## config.mk

```make
export PLATFORM = sky130hd
export DESIGN_NAME = ecp_parallel_port
export DESIGN_NICKNAME = d
export VERILOG_FILES = /design/src/hdl/ecp_pkg.sv /design/src/hdl/fifo_store.sv /design/src/hdl/ecp_parallel_port.sv
export SDC_FILE = /design/constraint.sdc
export NUM_CORES = 1
export LEC_CHECK = 0
export ABC_AREA = 0
export BUFFER_PORTS_ARGS = -buffer_cell sky130_fd_sc_hd__buf_2
export CAP_MARGIN = 20
export CORE_UTILIZATION = 45
export DETAILED_ROUTE_END_ITERATION = 8
export GPL_TIMING_DRIVEN = 0
export PLACE_DENSITY = 0.59
export SYNTH_ARGS = -nofsm -noshare
export SYNTH_HDL_FRONTEND = slang
export SYNTH_SLANG_ARGS = --single-unit
```

## constraint.sdc

```tcl
create_clock -name clk -period 4.1 [get_ports clk]
set_input_delay 1.025 -clock clk [delete_from_list [all_inputs] [get_ports clk]]
set_output_delay 1.025 -clock clk [all_outputs]
set_load 0.03 [all_outputs]
```

## src/hdl/ecp_pkg.sv

```systemverilog
// shared constants and carrier types of the extended-capabilities parallel port
package ecp_pkg;
   localparam int PWORD_W = 8;
   localparam int FIFO_DEPTH = 16;
   localparam int ENTRY_W = PWORD_W + 1;
   // register offsets from the port base
   localparam logic [10:0] OFS_DATA = 11'h000;
   localparam logic [10:0] OFS_DSR = 11'h001;
   localparam logic [10:0] OFS_DCR = 11'h002;
   localparam logic [10:0] OFS_FIFO = 11'h400;
   localparam logic [10:0] OFS_CFGB = 11'h401;
   localparam logic [10:0] OFS_ECR = 11'h402;
   // mode field encodings of the extended control register
   localparam logic [2:0] MODE_SPP = 3'h0;
   localparam logic [2:0] MODE_PS2 = 3'h1;
   localparam logic [2:0] MODE_COMPAT_BYTE_QUEUE = 3'h2;
   localparam logic [2:0] MODE_ECP = 3'h3;
   localparam logic [2:0] MODE_TEST = 3'h6;
   localparam logic [2:0] MODE_CNFG = 3'h7;
   // control register bit positions
   localparam int DCR_STROBE = 0;
   localparam int DCR_AUTOFD = 1;
   localparam int DCR_INIT = 2;
   localparam int DCR_SELIN = 3;
   localparam int DCR_ACKINT = 4;
   localparam int DCR_DIR = 5;
   // extended control register bit positions
   localparam int ECR_EMPTY = 0;
   localparam int ECR_FULL = 1;
   localparam int ECR_SERVICE = 2;
   localparam int ECR_DMA_TRANSFER_ENABLE = 3;
   localparam int ECR_ERRN = 4;
   localparam int ECR_MODE = 5;
   // reset values, fixed capability word and service threshold
   localparam logic [5:0] DCR_RESET = 6'h00;
   localparam logic [7:0] DATA_RESET = 8'h00;
   localparam logic [2:0] MODE_RESET = 3'h0;
   localparam logic ERRN_RESET = 1'b1;
   localparam logic DMA_TRANSFER_ENABLE_RESET = 1'b0;
   localparam logic SERVICE_RESET = 1'b0;
   localparam logic [7:0] CFGA_VALUE = 8'h10;
   localparam logic [4:0] SERVICE_THRESH = 5'h08;

   // pins the port drives toward the peripheral (pin levels)
   typedef struct packed {
      logic host_write_clock;
      logic host_flow_line;
      logic direction_select_out;
      logic printer_choose_out;
   } link_out_type;

   // pins the peripheral drives (pin levels)
   typedef struct packed {
      logic peripheral_read_clock;
      logic peripheral_handshake_in;
      logic peripheral_fault_request;
      logic direction_turn_grant;
      logic online_in;
   } link_in_type;

   // one register access from the host front end
   typedef struct packed {
      logic rd;
      logic wr;
      logic [10:0] addr;
      logic [7:0] wdata;
   } reg_req_type;
endpackage : ecp_pkg

```

## src/hdl/fifo_store.sv

```systemverilog
// shared byte storage for all port queues, registered read data
`timescale 1ns/100ps
module fifo_store #(
   parameter int WIDTH = 9,
   parameter int DEPTH = 16,
   parameter int AW = 4
) (
   input wire logic clk,
   input wire logic we,
   input wire logic [AW-1:0] waddr,
   input wire logic [WIDTH-1:0] wdata,
   input wire logic re,
   input wire logic [AW-1:0] raddr,
   output logic [WIDTH-1:0] rdata
);
   logic [WIDTH-1:0] mem [DEPTH];

   // no reset on the array; read data holds until the next read
   always_ff @(posedge clk) begin
      if (we) begin
         mem[waddr] <= wdata;
      end
      if (re) begin
         rdata <= mem[raddr];
      end
   end
endmodule : fifo_store

```

## src/hdl/ecp_parallel_port.sv

```systemverilog
// extended-capabilities parallel port: registers, shared queue, link engine
`timescale 1ns/100ps
module ecp_parallel_port
   import ecp_pkg::*;
#(
   parameter int DEPTH = FIFO_DEPTH
) (
   input wire logic clk,
   input wire logic nrst,
   input wire reg_req_type reg_req,
   output logic [7:0] reg_rdata,
   output logic dma_req,
   input wire logic dma_ack,
   input wire logic [2:0] cfg_irq_sel,
   input wire logic [2:0] cfg_dma_sel,
   input wire link_in_type link_in,
   output link_out_type link_out,
   input wire logic [PWORD_W-1:0] pd_in,
   output logic [PWORD_W-1:0] pd_out,
   output logic pd_oe,
   output logic fault_irq,
   output logic fifo_service_request
);
   localparam int AW = $clog2(DEPTH);
   localparam int CW = AW + 1;
   localparam logic [CW-1:0] DEPTH_C = CW'(DEPTH);

   initial begin
      if (DEPTH < 2 || (1 << AW) != DEPTH) begin
         $error("DEPTH must be a power of two, at least 2");
      end
   end

   typedef enum logic [3:0] {
      ST_IDLE, ST_FETCH, ST_SETUP, ST_STROBE, ST_HOLD,
      ST_TURN_REV, ST_TURN_FWD, ST_REV_REQ, ST_REV_RELEASE, ST_REPEAT
   } link_state_type;

   function automatic logic hit(input reg_req_type r, input logic [10:0] ofs);
      hit = (r.addr == ofs);
   endfunction : hit

   ////////////////////////////////////////////////////////////////////////////
   // mode decode
   logic [2:0] mode_q, mode_d;
   logic [5:0] dcr_q, dcr_d;
   logic dir;
   logic ecp_mode;
   logic engine_on;
   logic queue_mode;
   logic link_rev;
   logic [CW-1:0] count_q, count_d;
   logic full;
   logic empty;

   assign dir = dcr_q[DCR_DIR];
   assign ecp_mode = (mode_q == MODE_ECP);
   assign engine_on = ecp_mode || (mode_q == MODE_COMPAT_BYTE_QUEUE);
   assign queue_mode = engine_on || (mode_q == MODE_TEST);
   // compatibility queue mode is forward only whatever the direction bit says
   assign link_rev = ecp_mode && dir;
   assign full = (count_q == DEPTH_C);
   assign empty = (count_q == '0);

   ////////////////////////////////////////////////////////////////////////////
   // host register group
   logic [7:0] data_q, data_d;
   logic errn_q, errn_d;
   logic dma_en_q, dma_en_d;
   logic service_q, service_d;
   logic host_push;
   logic host_push_tag;
   logic host_pop;
   logic service_hit;

   // queue access from register writes/reads and from DMA acknowledges
   always_comb begin
      host_push = 1'b0;
      host_push_tag = 1'b0;
      host_pop = 1'b0;
      if (reg_req.wr && hit(reg_req, OFS_DATA) && ecp_mode && !dir) begin
         host_push = 1'b1;
         host_push_tag = 1'b1; // address/run-length entry
      end
      if (queue_mode && ((reg_req.wr && hit(reg_req, OFS_FIFO)) || (dma_ack && !link_rev))) begin
         host_push = 1'b1;
      end
      if (((ecp_mode && dir) || mode_q == MODE_TEST) && reg_req.rd && hit(reg_req, OFS_FIFO)) begin
         host_pop = 1'b1;
      end
      if (dma_ack && link_rev) begin
         host_pop = 1'b1; // reverse DMA drains the queue
      end
   end

   // service request: hardware threshold sets, software clears; set wins
   assign service_hit = queue_mode && !dma_en_q &&
      (link_rev ? (count_q >= DEPTH_C - SERVICE_THRESH) : (count_q <= SERVICE_THRESH));

   always_comb begin
      data_d = data_q;
      dcr_d = dcr_q;
      mode_d = mode_q;
      errn_d = errn_q;
      dma_en_d = dma_en_q;
      service_d = service_q;
      if (reg_req.wr) begin
         if (hit(reg_req, OFS_DATA) && !engine_on) begin
            data_d = reg_req.wdata; // legacy data latch
         end
         if (hit(reg_req, OFS_DCR)) begin
            dcr_d = reg_req.wdata[5:0]; // available in every mode
         end
         if (hit(reg_req, OFS_ECR)) begin
            mode_d = reg_req.wdata[ECR_MODE +: 3];
            errn_d = reg_req.wdata[ECR_ERRN];
            dma_en_d = reg_req.wdata[ECR_DMA_TRANSFER_ENABLE];
            service_d = reg_req.wdata[ECR_SERVICE];
         end
      end
      if (service_hit) begin
         service_d = 1'b1;
      end
   end

   always_ff @(posedge clk or negedge nrst) begin
      if (!nrst) begin
         data_q <= DATA_RESET;
         dcr_q <= DCR_RESET;
         mode_q <= MODE_RESET;
         errn_q <= ERRN_RESET;
         dma_en_q <= DMA_TRANSFER_ENABLE_RESET;
         service_q <= SERVICE_RESET;
      end else begin
         data_q <= data_d;
         dcr_q <= dcr_d;
         mode_q <= mode_d;
         errn_q <= errn_d;
         dma_en_q <= dma_en_d;
         service_q <= service_d;
      end
   end

   ////////////////////////////////////////////////////////////////////////////
   // shared queue pointers
   logic [AW-1:0] wr_ptr_q, wr_ptr_d;
   logic [AW-1:0] rd_ptr_q, rd_ptr_d;
   logic eng_push;
   logic eng_pop;
   logic push;
   logic pop;
   logic ram_we;
   logic ram_re;
   logic [AW-1:0] ram_raddr;
   logic [ENTRY_W-1:0] ram_wdata;
   logic [ENTRY_W-1:0] ram_q;
   logic [PWORD_W-1:0] rx_byte_q, rx_byte_d;

   assign push = (host_push && !full) || eng_push;
   assign pop = (host_pop && !empty) || eng_pop;
   assign ram_we = push;
   // a test-queue read on empty re-reads the last byte; the pointer stays put
   assign ram_re = host_pop || eng_pop;
   assign ram_raddr = (host_pop && empty) ? rd_ptr_q - AW'(1) : rd_ptr_q;
   assign ram_wdata = eng_push ? {1'b0, rx_byte_q} : {host_push_tag, reg_req.wdata};

   always_comb begin
      wr_ptr_d = wr_ptr_q;
      rd_ptr_d = rd_ptr_q;
      count_d = count_q;
      if (push) begin
         wr_ptr_d = wr_ptr_q + AW'(1);
      end
      if (pop) begin
         rd_ptr_d = rd_ptr_q + AW'(1);
      end
      if (push && !pop) begin
         count_d = count_q + CW'(1);
      end else if (pop && !push) begin
         count_d = count_q - CW'(1);
      end
   end

   always_ff @(posedge clk or negedge nrst) begin
      if (!nrst) begin
         wr_ptr_q <= '0;
         rd_ptr_q <= '0;
         count_q <= '0;
      end else begin
         wr_ptr_q <= wr_ptr_d;
         rd_ptr_q <= rd_ptr_d;
         count_q <= count_d;
      end
   end

   // one storage serves compatibility, ECP address/data and test queues
   fifo_store #(
      .WIDTH(ENTRY_W),
      .DEPTH(DEPTH),
      .AW(AW)
   ) u_store (
      .clk(clk),
      .we(ram_we),
      .waddr(wr_ptr_q),
      .wdata(ram_wdata),
      .re(ram_re),
      .raddr(ram_raddr),
      .rdata(ram_q)
   );

   ////////////////////////////////////////////////////////////////////////////
   // link engine
   link_state_type st_q, st_d;
   logic [PWORD_W-1:0] out_byte_q, out_byte_d;
   logic strobe_q, strobe_d;
   logic host_flow_line_q, host_flow_line_d;
   logic revreq_q, revreq_d;
   logic bus_rev_q, bus_rev_d;
   logic rx_tag_q, rx_tag_d;
   logic [6:0] rle_q, rle_d;
   logic rle_pend_q, rle_pend_d;
   logic [7:0] rep_q, rep_d;
   logic busy;

   assign busy = link_in.peripheral_handshake_in;

   // the peer request line is never looked at here: direction stays software's
   always_comb begin
      st_d = st_q;
      out_byte_d = out_byte_q;
      strobe_d = strobe_q;
      host_flow_line_d = host_flow_line_q;
      revreq_d = revreq_q;
      bus_rev_d = bus_rev_q;
      rx_byte_d = rx_byte_q;
      rx_tag_d = rx_tag_q;
      rle_d = rle_q;
      rle_pend_d = rle_pend_q;
      rep_d = rep_q;
      eng_push = 1'b0;
      eng_pop = 1'b0;
      unique case (st_q)
         ST_IDLE: begin
            if (link_rev && !revreq_q) begin
               revreq_d = 1'b1; // request line goes low
               st_d = ST_TURN_REV;
            end else if (revreq_q && !link_rev) begin
               revreq_d = 1'b0; // request line back high
               host_flow_line_d = 1'b1;
               st_d = ST_TURN_FWD;
            end else if (revreq_q) begin
               if (!full) begin
                  host_flow_line_d = 1'b0; // ask the peripheral for a byte
                  st_d = ST_REV_REQ;
               end
            end else if (engine_on && !empty && !busy) begin
               eng_pop = 1'b1;
               st_d = ST_FETCH;
            end
         end
         ST_FETCH: begin
            out_byte_d = ram_q[PWORD_W-1:0];
            if (ecp_mode) begin
               host_flow_line_d = !ram_q[PWORD_W]; // low marks address/command
            end
            st_d = ST_SETUP;
         end
         ST_SETUP: begin
            strobe_d = 1'b1; // byte already stable on the lines
            st_d = ST_STROBE;
         end
         ST_STROBE: begin
            if (busy) begin
               strobe_d = 1'b0; // peripheral took the byte
               st_d = ST_HOLD;
            end
         end
         ST_HOLD: begin
            if (!busy) begin
               st_d = ST_IDLE; // ack released, next byte allowed
            end
         end
         ST_TURN_REV: begin
            if (!link_in.direction_turn_grant) begin
               bus_rev_d = 1'b1; // release data lines only after grant
               st_d = ST_IDLE;
            end
         end
         ST_TURN_FWD: begin
            if (link_in.direction_turn_grant) begin
               bus_rev_d = 1'b0; // drive again only after grant
               st_d = ST_IDLE;
            end
         end
         ST_REV_REQ: begin
            if (!link_in.peripheral_read_clock) begin
               rx_byte_d = pd_in; // valid while clock low
               rx_tag_d = busy; // high is data, low is command
               host_flow_line_d = 1'b1;
               st_d = ST_REV_RELEASE;
            end else if (!link_rev) begin
               host_flow_line_d = 1'b1; // withdraw the request so the turn can start
               st_d = ST_IDLE;
            end
         end
         ST_REV_RELEASE: begin
            if (link_in.peripheral_read_clock) begin
               if (!rx_tag_q) begin
                  if (!rx_byte_q[7]) begin
                     rle_d = rx_byte_q[6:0]; // run-length consumed
                     rle_pend_d = 1'b1;
                  end
                  st_d = ST_IDLE; // channel addresses are dropped
               end else begin
                  rep_d = rle_pend_q ? {1'b0, rle_q} + 8'h01 : 8'h01;
                  rle_pend_d = 1'b0;
                  st_d = ST_REPEAT;
               end
            end
         end
         ST_REPEAT: begin
            if (!full) begin
               eng_push = 1'b1; // repeat stalls on a full queue
               rep_d = rep_q - 8'h01;
               if (rep_q == 8'h01) begin
                  st_d = ST_IDLE;
               end
            end
         end
      endcase
      // leaving a queue mode abandons any half-done forward byte
      if (!engine_on && !revreq_q && st_q != ST_TURN_FWD) begin
         st_d = ST_IDLE;
         strobe_d = 1'b0;
         host_flow_line_d = 1'b1;
      end
   end

   always_ff @(posedge clk or negedge nrst) begin
      if (!nrst) begin
         st_q <= ST_IDLE;
         out_byte_q <= '0;
         strobe_q <= 1'b0;
         host_flow_line_q <= 1'b1;
         revreq_q <= 1'b0;
         bus_rev_q <= 1'b0;
         rx_byte_q <= '0;
         rx_tag_q <= 1'b0;
         rle_q <= '0;
         rle_pend_q <= 1'b0;
         rep_q <= '0;
      end else begin
         st_q <= st_d;
         out_byte_q <= out_byte_d;
         strobe_q <= strobe_d;
         host_flow_line_q <= host_flow_line_d;
         revreq_q <= revreq_d;
         bus_rev_q <= bus_rev_d;
         rx_byte_q <= rx_byte_d;
         rx_tag_q <= rx_tag_d;
         rle_q <= rle_d;
         rle_pend_q <= rle_pend_d;
         rep_q <= rep_d;
      end
   end

   ////////////////////////////////////////////////////////////////////////////
   // pins: engine drives all but select-in (held high) in ECP mode and only strobe and data in compatibility queue mode; control register otherwise
   always_comb begin
      link_out.host_write_clock = engine_on ? !strobe_q : !dcr_q[DCR_STROBE];
      link_out.host_flow_line = ecp_mode ? host_flow_line_q : !dcr_q[DCR_AUTOFD];
      link_out.direction_select_out = ecp_mode ? !revreq_q : dcr_q[DCR_INIT];
      link_out.printer_choose_out = ecp_mode ? 1'b1 : !dcr_q[DCR_SELIN];
      pd_out = engine_on ? out_byte_q : data_q;
      if (ecp_mode) begin
         pd_oe = !bus_rev_q; // peripheral may drive only once released
      end else if (mode_q == MODE_SPP || mode_q == MODE_COMPAT_BYTE_QUEUE) begin
         pd_oe = 1'b1; // these modes are output only
      end else begin
         pd_oe = !dir;
      end
   end

   // fault is an error only while the link runs forward
   assign fault_irq = !errn_q && !link_in.peripheral_fault_request && !bus_rev_q && !revreq_q;
   assign fifo_service_request = service_q;
   assign dma_req = dma_en_q && queue_mode && (link_rev ? !empty : !full);

   ////////////////////////////////////////////////////////////////////////////
   // read data: register mux captured one cycle after the read
   logic [7:0] rdata_q, rdata_d;
   logic from_ram_q, from_ram_d;

   always_comb begin
      rdata_d = rdata_q;
      from_ram_d = 1'b0;
      if (reg_req.rd) begin
         rdata_d = 8'h00;
         if (hit(reg_req, OFS_DATA)) begin
            rdata_d = (!pd_oe) ? pd_in : data_q;
         end else if (hit(reg_req, OFS_DSR)) begin
            rdata_d = {!busy, link_in.peripheral_read_clock, link_in.direction_turn_grant,
                       link_in.online_in, link_in.peripheral_fault_request, 3'h0};
         end else if (hit(reg_req, OFS_DCR)) begin
            rdata_d = {2'h0, dcr_q};
         end else if (hit(reg_req, OFS_FIFO)) begin
            rdata_d = (mode_q == MODE_CNFG) ? CFGA_VALUE : 8'h00;
            from_ram_d = host_pop;
         end else if (hit(reg_req, OFS_CFGB)) begin
            // compression not built, so bit 7 is zero
            rdata_d = {1'b0, fault_irq, cfg_irq_sel, cfg_dma_sel[2:0]};
         end else if (hit(reg_req, OFS_ECR)) begin
            rdata_d = {mode_q, errn_q, dma_en_q, service_q, full, empty};
         end
      end
   end

   always_ff @(posedge clk or negedge nrst) begin
      if (!nrst) begin
         rdata_q <= 8'h00;
         from_ram_q <= 1'b0;
      end else begin
         rdata_q <= rdata_d;
         from_ram_q <= from_ram_d;
      end
   end

   assign reg_rdata = from_ram_q ? ram_q[PWORD_W-1:0] : rdata_q;
endmodule : ecp_parallel_port

```

# Yosys cells after proc, flatten, opt, wreduce, memory -nomap -nowiden
# Memory sizes are Yosys's and may differ from the RTL's. A register that Yosys moved wholly into a read port is not among the register bits.
# Cells that the tools add are included.
dict set report op_classes {
  n_addsub 7
  mul 0
  div_mod_pow 0
  magnitude_cmp 2
  eq_ne 41
  shifts 0
  mux 84
  bitwise_logic 3
  reduce_logical 80
}
# op n
set ops {}
lappend ops {{2-to-1 mux 8 bit} 13}
lappend ops {{2-to-1 mux 4 bit} 17}
lappend ops {{2-to-1 mux 1 bit} 45}
lappend ops {{case mux 4 bit (10 select lines)} 1}
lappend ops {{equality test 11 bit (second input constant)} 3}
lappend ops {{logical AND 1 bit} 29}
lappend ops {{!= test 3 bit (second input constant)} 9}
lappend ops {{logical NOT 1 bit} 18}
lappend ops {{equality test 4 x 3 -> 1 bit (second input constant)} 4}
lappend ops {{case mux 8 bit (2 select lines)} 1}
lappend ops {{2-to-1 mux 5 bit} 3}
lappend ops {{AND reduction 2 bit} 7}
lappend ops {{!= test 4 bit (second input constant)} 3}
lappend ops {{!= test 6 bit (second input constant)} 2}
lappend ops {{nonzero test 2 bit} 6}
lappend ops {{equality test 11 x 1 -> 1 bit (second input constant)} 1}
lappend ops {{equality test 11 x 2 -> 1 bit (second input constant)} 1}
lappend ops {{logical NOT 11 bit} 1}
lappend ops {{!= test 2 bit (second input constant)} 5}
lappend ops {{AND reduction 10 bit} 1}
lappend ops {{2-to-1 mux 9 bit} 1}
lappend ops {{adder 4 x 1 -> 4 bit (second input constant)} 2}
lappend ops {{adder 7 x 1 -> 8 bit (second input constant)} 1}
lappend ops {{equality test 4 x 2 -> 1 bit (second input constant)} 2}
lappend ops {{other kinds (26)} 41}
dict set report totals {
  regBits 83
  latchBits 0
  ramBits 144
  mem_bits_ro 0
  inputBits 43
  out_inout_bits 24
  mem_count 1
}
# name depth word_bits rd rd_clocked_by_memory_dff write_ports line
set memory_table {}
lappend memory_table {u_store.mem 16 9 1 1 1 fifo_store.sv:16} ;# logic [WIDTH-1:0] mem [DEPTH];

# Logic depth before layout (Yosys ltp)
dict set report logic_depth {
  ltp_word 13
  depth_mapped 15
  depth_no_buf 13
}

# Cells and area by module
# Synthesis repeated with hierarchy kept, for this count alone.
dict set report hier_totals {
  cells_unflattened 806
  area_unflattened_um2 11273.3
}
# mod n_inst cells_per_inst area_each_um2
set by_module_without_submodules {}
lappend by_module_without_submodules {fifo_store 1 254 5870.6}
lappend by_module_without_submodules {ecp_parallel_port 1 552 5402.7}

# Least setup slack after synthesis
# OpenSTA, ideal clock, no wires.
dict set report synth_timing {
  kind {in2reg}
  startpoint {input reg_req[11] (netlist name)}
  endpoint {register count_q[4]}
  setup_time_ns 0.125
  arrival_ns 3.489
  t_required_ns 3.975
  path_slack_ns 0.485
  path_stages 13
  path_buffers 0
  cell_sequence {nor4_4 > nand3b_1 > nor4_1 > a311oi_1 > nor2_1 > ha_1 > inv_1 > ha_1 > a21o_1 > a21oi_1 > xnor2_1 > nor2_1 > xor2_1}
}
dict set report synth_between {
  elab_chain_len 11
}
# item line
set synth_lines {}
lappend synth_lines {{from (decl)} ecp_parallel_port.sv:10} ;# input wire reg_req_type reg_req,
lappend synth_lines {{logical NOT 11 bit} ecp_parallel_port.sv:40} ;# hit = (r.addr == ofs);
lappend synth_lines {{logical AND 1 bit (3 in a row)} ecp_parallel_port.sv:81} ;# if (reg_req.wr && hit(reg_req, OFS_DATA) && ecp_mode && !dir) begin
lappend synth_lines {{2-to-1 mux 1 bit} ecp_parallel_port.sv:81}
lappend synth_lines {{2-to-1 mux 1 bit *} ecp_parallel_port.sv:85} ;# if (queue_mode && ((reg_req.wr && hit(reg_req, OFS_FIFO)) || (dma_ack && !link_rev))) begin
lappend synth_lines {{logical AND 1 bit *} ecp_parallel_port.sv:159} ;# assign push = (host_push && !full) || eng_push;
lappend synth_lines {{logical OR 1 bit *} ecp_parallel_port.sv:159}
lappend synth_lines {{via push} ecp_parallel_port.sv:150} ;# logic push;
lappend synth_lines {{logical NOT 1 bit} ecp_parallel_port.sv:179} ;# end else if (pop && !push) begin
lappend synth_lines {{logical AND 1 bit} ecp_parallel_port.sv:179}
lappend synth_lines {{nonzero test 2 bit (no source line)} n/a}
lappend synth_lines {{to (signal assigned)} ecp_parallel_port.sv:192} ;# count_q <= count_d;
lappend synth_lines {{to (decl)} ecp_parallel_port.sv:52} ;# logic [CW-1:0] count_q, count_d;
# The timed path passes the listed nets; every way through them passes the cells marked *.
# A chain may end at the register's enable or synchronous reset.

# Worst setup path after layout
dict set report layout_timing {
  startpoint {register mode_q[1]}
  endpoint {output pd_out[5]}
}
dict set report layout_between {
  elab_chain_len 3
}
# item line
set layout_lines {}
lappend layout_lines {{from (decl)} ecp_parallel_port.sv:45} ;# logic [2:0] mode_q, mode_d;
lappend layout_lines {{from (signal assigned)} ecp_parallel_port.sv:137} ;# mode_q <= mode_d;
lappend layout_lines {{equality test 3 x 2 -> 1 bit, on equally long branches} {ecp_parallel_port.sv:57, ecp_parallel_port.sv:58}}
lappend layout_lines {{logical OR 1 bit *} ecp_parallel_port.sv:58} ;# assign engine_on = ecp_mode || (mode_q == MODE_COMPAT_BYTE_QUEUE);
lappend layout_lines {{2-to-1 mux 8 bit *} ecp_parallel_port.sv:374} ;# pd_out = engine_on ? out_byte_q : data_q;
lappend layout_lines {{to (decl)} ecp_parallel_port.sv:19} ;# output logic [PWORD_W-1:0] pd_out,
# Every way passes the cells marked *; elsewhere a longest branch is shown, timed or not.

==> key figures <==
Synthesis
  – Yosys warnings: 0
  – Fraction of synthesized area in multiplexers: about an eighth
  – Largest family of logic cells by synthesized area: multiplexers
  – Yosys reg bits: roughly 240
  – Synth Area in Adders: under 10%
  – Post-Syn Area: between 10000 and 15000 µm²
  – Post-synth top cells: 153 x edfxtp_1, 89 x mux2_2, 81 x dfrtp_1
  – Largest area contributor in the netlist: edfxtp_1
  – Seq/Total Area, Yosys: slightly below 60%
  – Post-synthesis compound-gate area fraction: a little under an eighth
  – Post-synthesis xor/xnor area fraction: about 1.5%
  – Cell with the most instances after synthesis: edfxtp_1
  – Post-synth ARST share: 35.2%
  – Count of cell types in the netlist: 67
  – Synth top area cells: edfxtp_1 40%, dfrtp_1 18%, mux2_2 8.8%
  – Syn Nets: 954
  – Syn Area/Cell: around 13 µm²
  – Mapped Cells: approximately 900
  – Number of synthesized flops with an enable pin: about 150
  – Synth Flop Type: edfxtp_1
  – Simple logic cell fraction of the synthesized area: a little over a tenth
  – Area fraction of the dominant cell type after synthesis: about two fifths

Drt
  – Wire length per cell: 22.7 µm
  – Drt drc: 0
  – Total Wirelength: approximately 30000 µm
  – Initial drt markers: 700
  – Final antenna-violating net count: 0
  – Detailed Routing Iterations Pass 1: 7
  – Via Count: 7920
  – Via density: about 5.9

Floorplan
  – Die Height: roughly 160 µm
  – I/O Pins: 67
  – Die ar.: 25900 µm²
  – Starting Density: between 40% and 50%
  – Die width: about 160 µm
  – Row count: 57
  – Core area: 24500 µm²

STA
  – Fmax: between 200 and 300 MHz
  – Max_slew headroom: between 30% and 40%
  – Fin crit share: about 94%
  – Final setup fails: 0
  – Final Max Tran Viols: 0
  – Worst-Margin Slew: just over 1 ns
  – Final clock skew: 0.0257 ns
  – Final Hold Slack: just under 0.4 ns
  – RSZ-0062 raised after global routing: no
  – Final Hold Viols: 0
  – Setup ws final: 0.246 ns
  – Tmin final: just under 4 ns

Worst setup path
  – Setup crit start kind: register
  – CP arrival: about 2.8 ns
  – Critical path type: reg2out
  – Required @ worst endpoint: between 3 and 4 ns
  – Crit. End Element: primary output
  – Crit path max fanout: 10

Pwr
  – Maximum vdd drop: about 0.33 mV
  – Switching share of power: between 20% and 30%
  – PD cells: 386 nW/µm²
  – Switching power: around 1.1 mW
  – P_leak: around 5.2 nW
  – Clk network pwr share: a little over two fifths
  – Internal power: around 3.9 mW
  – Reg power frac: 51.5%
  – Combinational share of power: under 10%

Final layout
  – Number of fill cells: between 2000 and 2500
  – # nets final: 1055
  – Area delta synth->final: 14.4%
  – Layout cells sized above 1: a little under a quarter
  – Final instance area: ~13000 µm²
  – Final cell count without fillers: 1341

Clock network
  – CTS Sinks: between 200 and 250
  – H-tree levels: 1
  – Clock buffer depth: 3
  – Hold_buf cts: 0
  – Post-CTS Setup Bufs: 0
  – CTS tree: yes
  – Num CTS Buffers: 27
  – Root Buffer Master: clkbuf_16
  – Skew-Pair Late Insertion Delay: about 0.56 ns
  – Clk slew on worst S/H paths: around 0.06 ns

Place
  – Hpwl dp: about 21000 µm
  – Placed Cells: about 1300
  – Placed Area: 12100 µm²
  – Port bufs: 65
  – Dpl ws: -0.520 ns
  – GP Congestion: 0.871

Global route
  – First-pass GRT wire length: ~47000 µm
  – Total grt overflow: 0
  – Largest net degree at the start of global routing: 63
  – Vias in the first global route: just under 8000
  – GRT Util Overall: between 20% and 30%
  – Initial antenna violation count: 0

Min path
  – Hold WC Path Type: in2async

Status
  – Status: complete, no violations

Run
  – Max Cap Viol: 0
sequential cells by signal (all words and copies together), names as in the netlist, 3 cells and up:
signal / cells
count_q: 5
data_q: 8
dcr_q: 6
mode_q: 3
out_byte_q: 8
rd_ptr_q: 4
rdata_q: 8
rep_q: 8
rle_q: 7
rx_byte_q: 8
st_q: 4
u_store.mem: 144
u_store.rdata: 9
wr_ptr_q: 4
cell families after synthesis:
group,Yosys count
buffers and inverters,107
flip-flops,236
XOR/XNOR,18
AND/OR/NAND/NOR,220
adder cells (fa/ha/maj),15
AO/OA/AOI/OAI,173
multiplexers,127
placed cells by master (no fill, tap or decap), drive strengths merged, types with 16 or more instances in the layout:
cell type  count
a21oi         27
buf           88
clkbuf        67
clkinv        16
dfrtp         81
edfxtp       153
inv           56
mux2          89
mux2i         38
nand2         51
nand3         16
nand4         39
nor2          40
nor3          16
o2111ai       18
o21ai         24
o221ai        36
per-layer routing:
metal | routed length, µm | GRT usage, % | up-vias
met2 | 14800 | 39.6 | 235
li1 | - | - | 3656
met1 | 13300 | 32.9 | 3970
met3 | 1380 | 2.97 | 59
met5 | 0 | 0 | -
met4 | 952 | 8.15 | 0
worst max-delay path: stages (launching register included):
cell,delay (ns)
dfrtp_1,0.33
clkbuf_1,0.36
nor2b_1,0.38
clkbuf_1,0.59
mux2_2,0.44
buf_2,0.19
stage by stage:
step / power (mW) / util (%) / setup TNS (ns)
after floorplan: 2.75 / - / 0
after global placement: 2.86 / 49.2 / -34.75
after detailed placement: 2.87 / 49.5 / -16.75
after CTS: 5.04 / 52.8 / 0
after global routing: 5.16 / 52.9 / 0
final: 5.00 / 52.9 / 0
worst paths after layout:
| check | from | to | slack (ns) | cells after the start |
|---|---|---|---|---|
| worst max-delay path | mode_q[1] | pd_out[5] | 0.25 | 5 |
| worst max register to register | count_q[0] | u_store.rdata[1] | 0.25 | 11 |
| worst min-delay path | nrst | rd_ptr_q[1] | 0.39 | 1 |
| min in group clk | rep_q[6] | rep_q[6] | 0.50 | 1 |
| max in group asynchronous | nrst | errn_q | 3.03 | 2 |
| worst min register to register | rep_q[6] | rep_q[6] | 0.50 | 1 |
timing repair:
action / 4_1_cts / 5_1_grt
gates resized for setup: 1 / 6
setup endpoints to repair: 1 / 6
cloned: 0 / 0
final cells by class:
cell class | count | area [µm²] | area share (%)
plain buffers | 50 | 253 | 1.95
well taps | 324 | 405 | 3.12
clock inverters | 15 | 83.8 | 0.646
diodes | 1 | 2.50 | 0.0193
clock buffers | 33 | 708 | 5.46
repair buffers | 72 | 394 | 3.04
inverters | 57 | 214 | 1.65
multi-input cells | 553 | 4250 | 32.7
flip-flops and latches | 236 | 6670 | 51.4
power by group through the flow:
stage          clock [mW]  combinational (mW)  sequential [mW]
2_1_floorplan           0               0.129             2.62
3_3_place_gp            0               0.240             2.62
3_5_place_dp            0               0.247             2.62
4_1_cts              2.22               0.248             2.58
5_1_grt              2.31               0.269             2.58
6_report             2.18               0.248             2.58
Note: power is estimated with default switching activity, not from simulation.
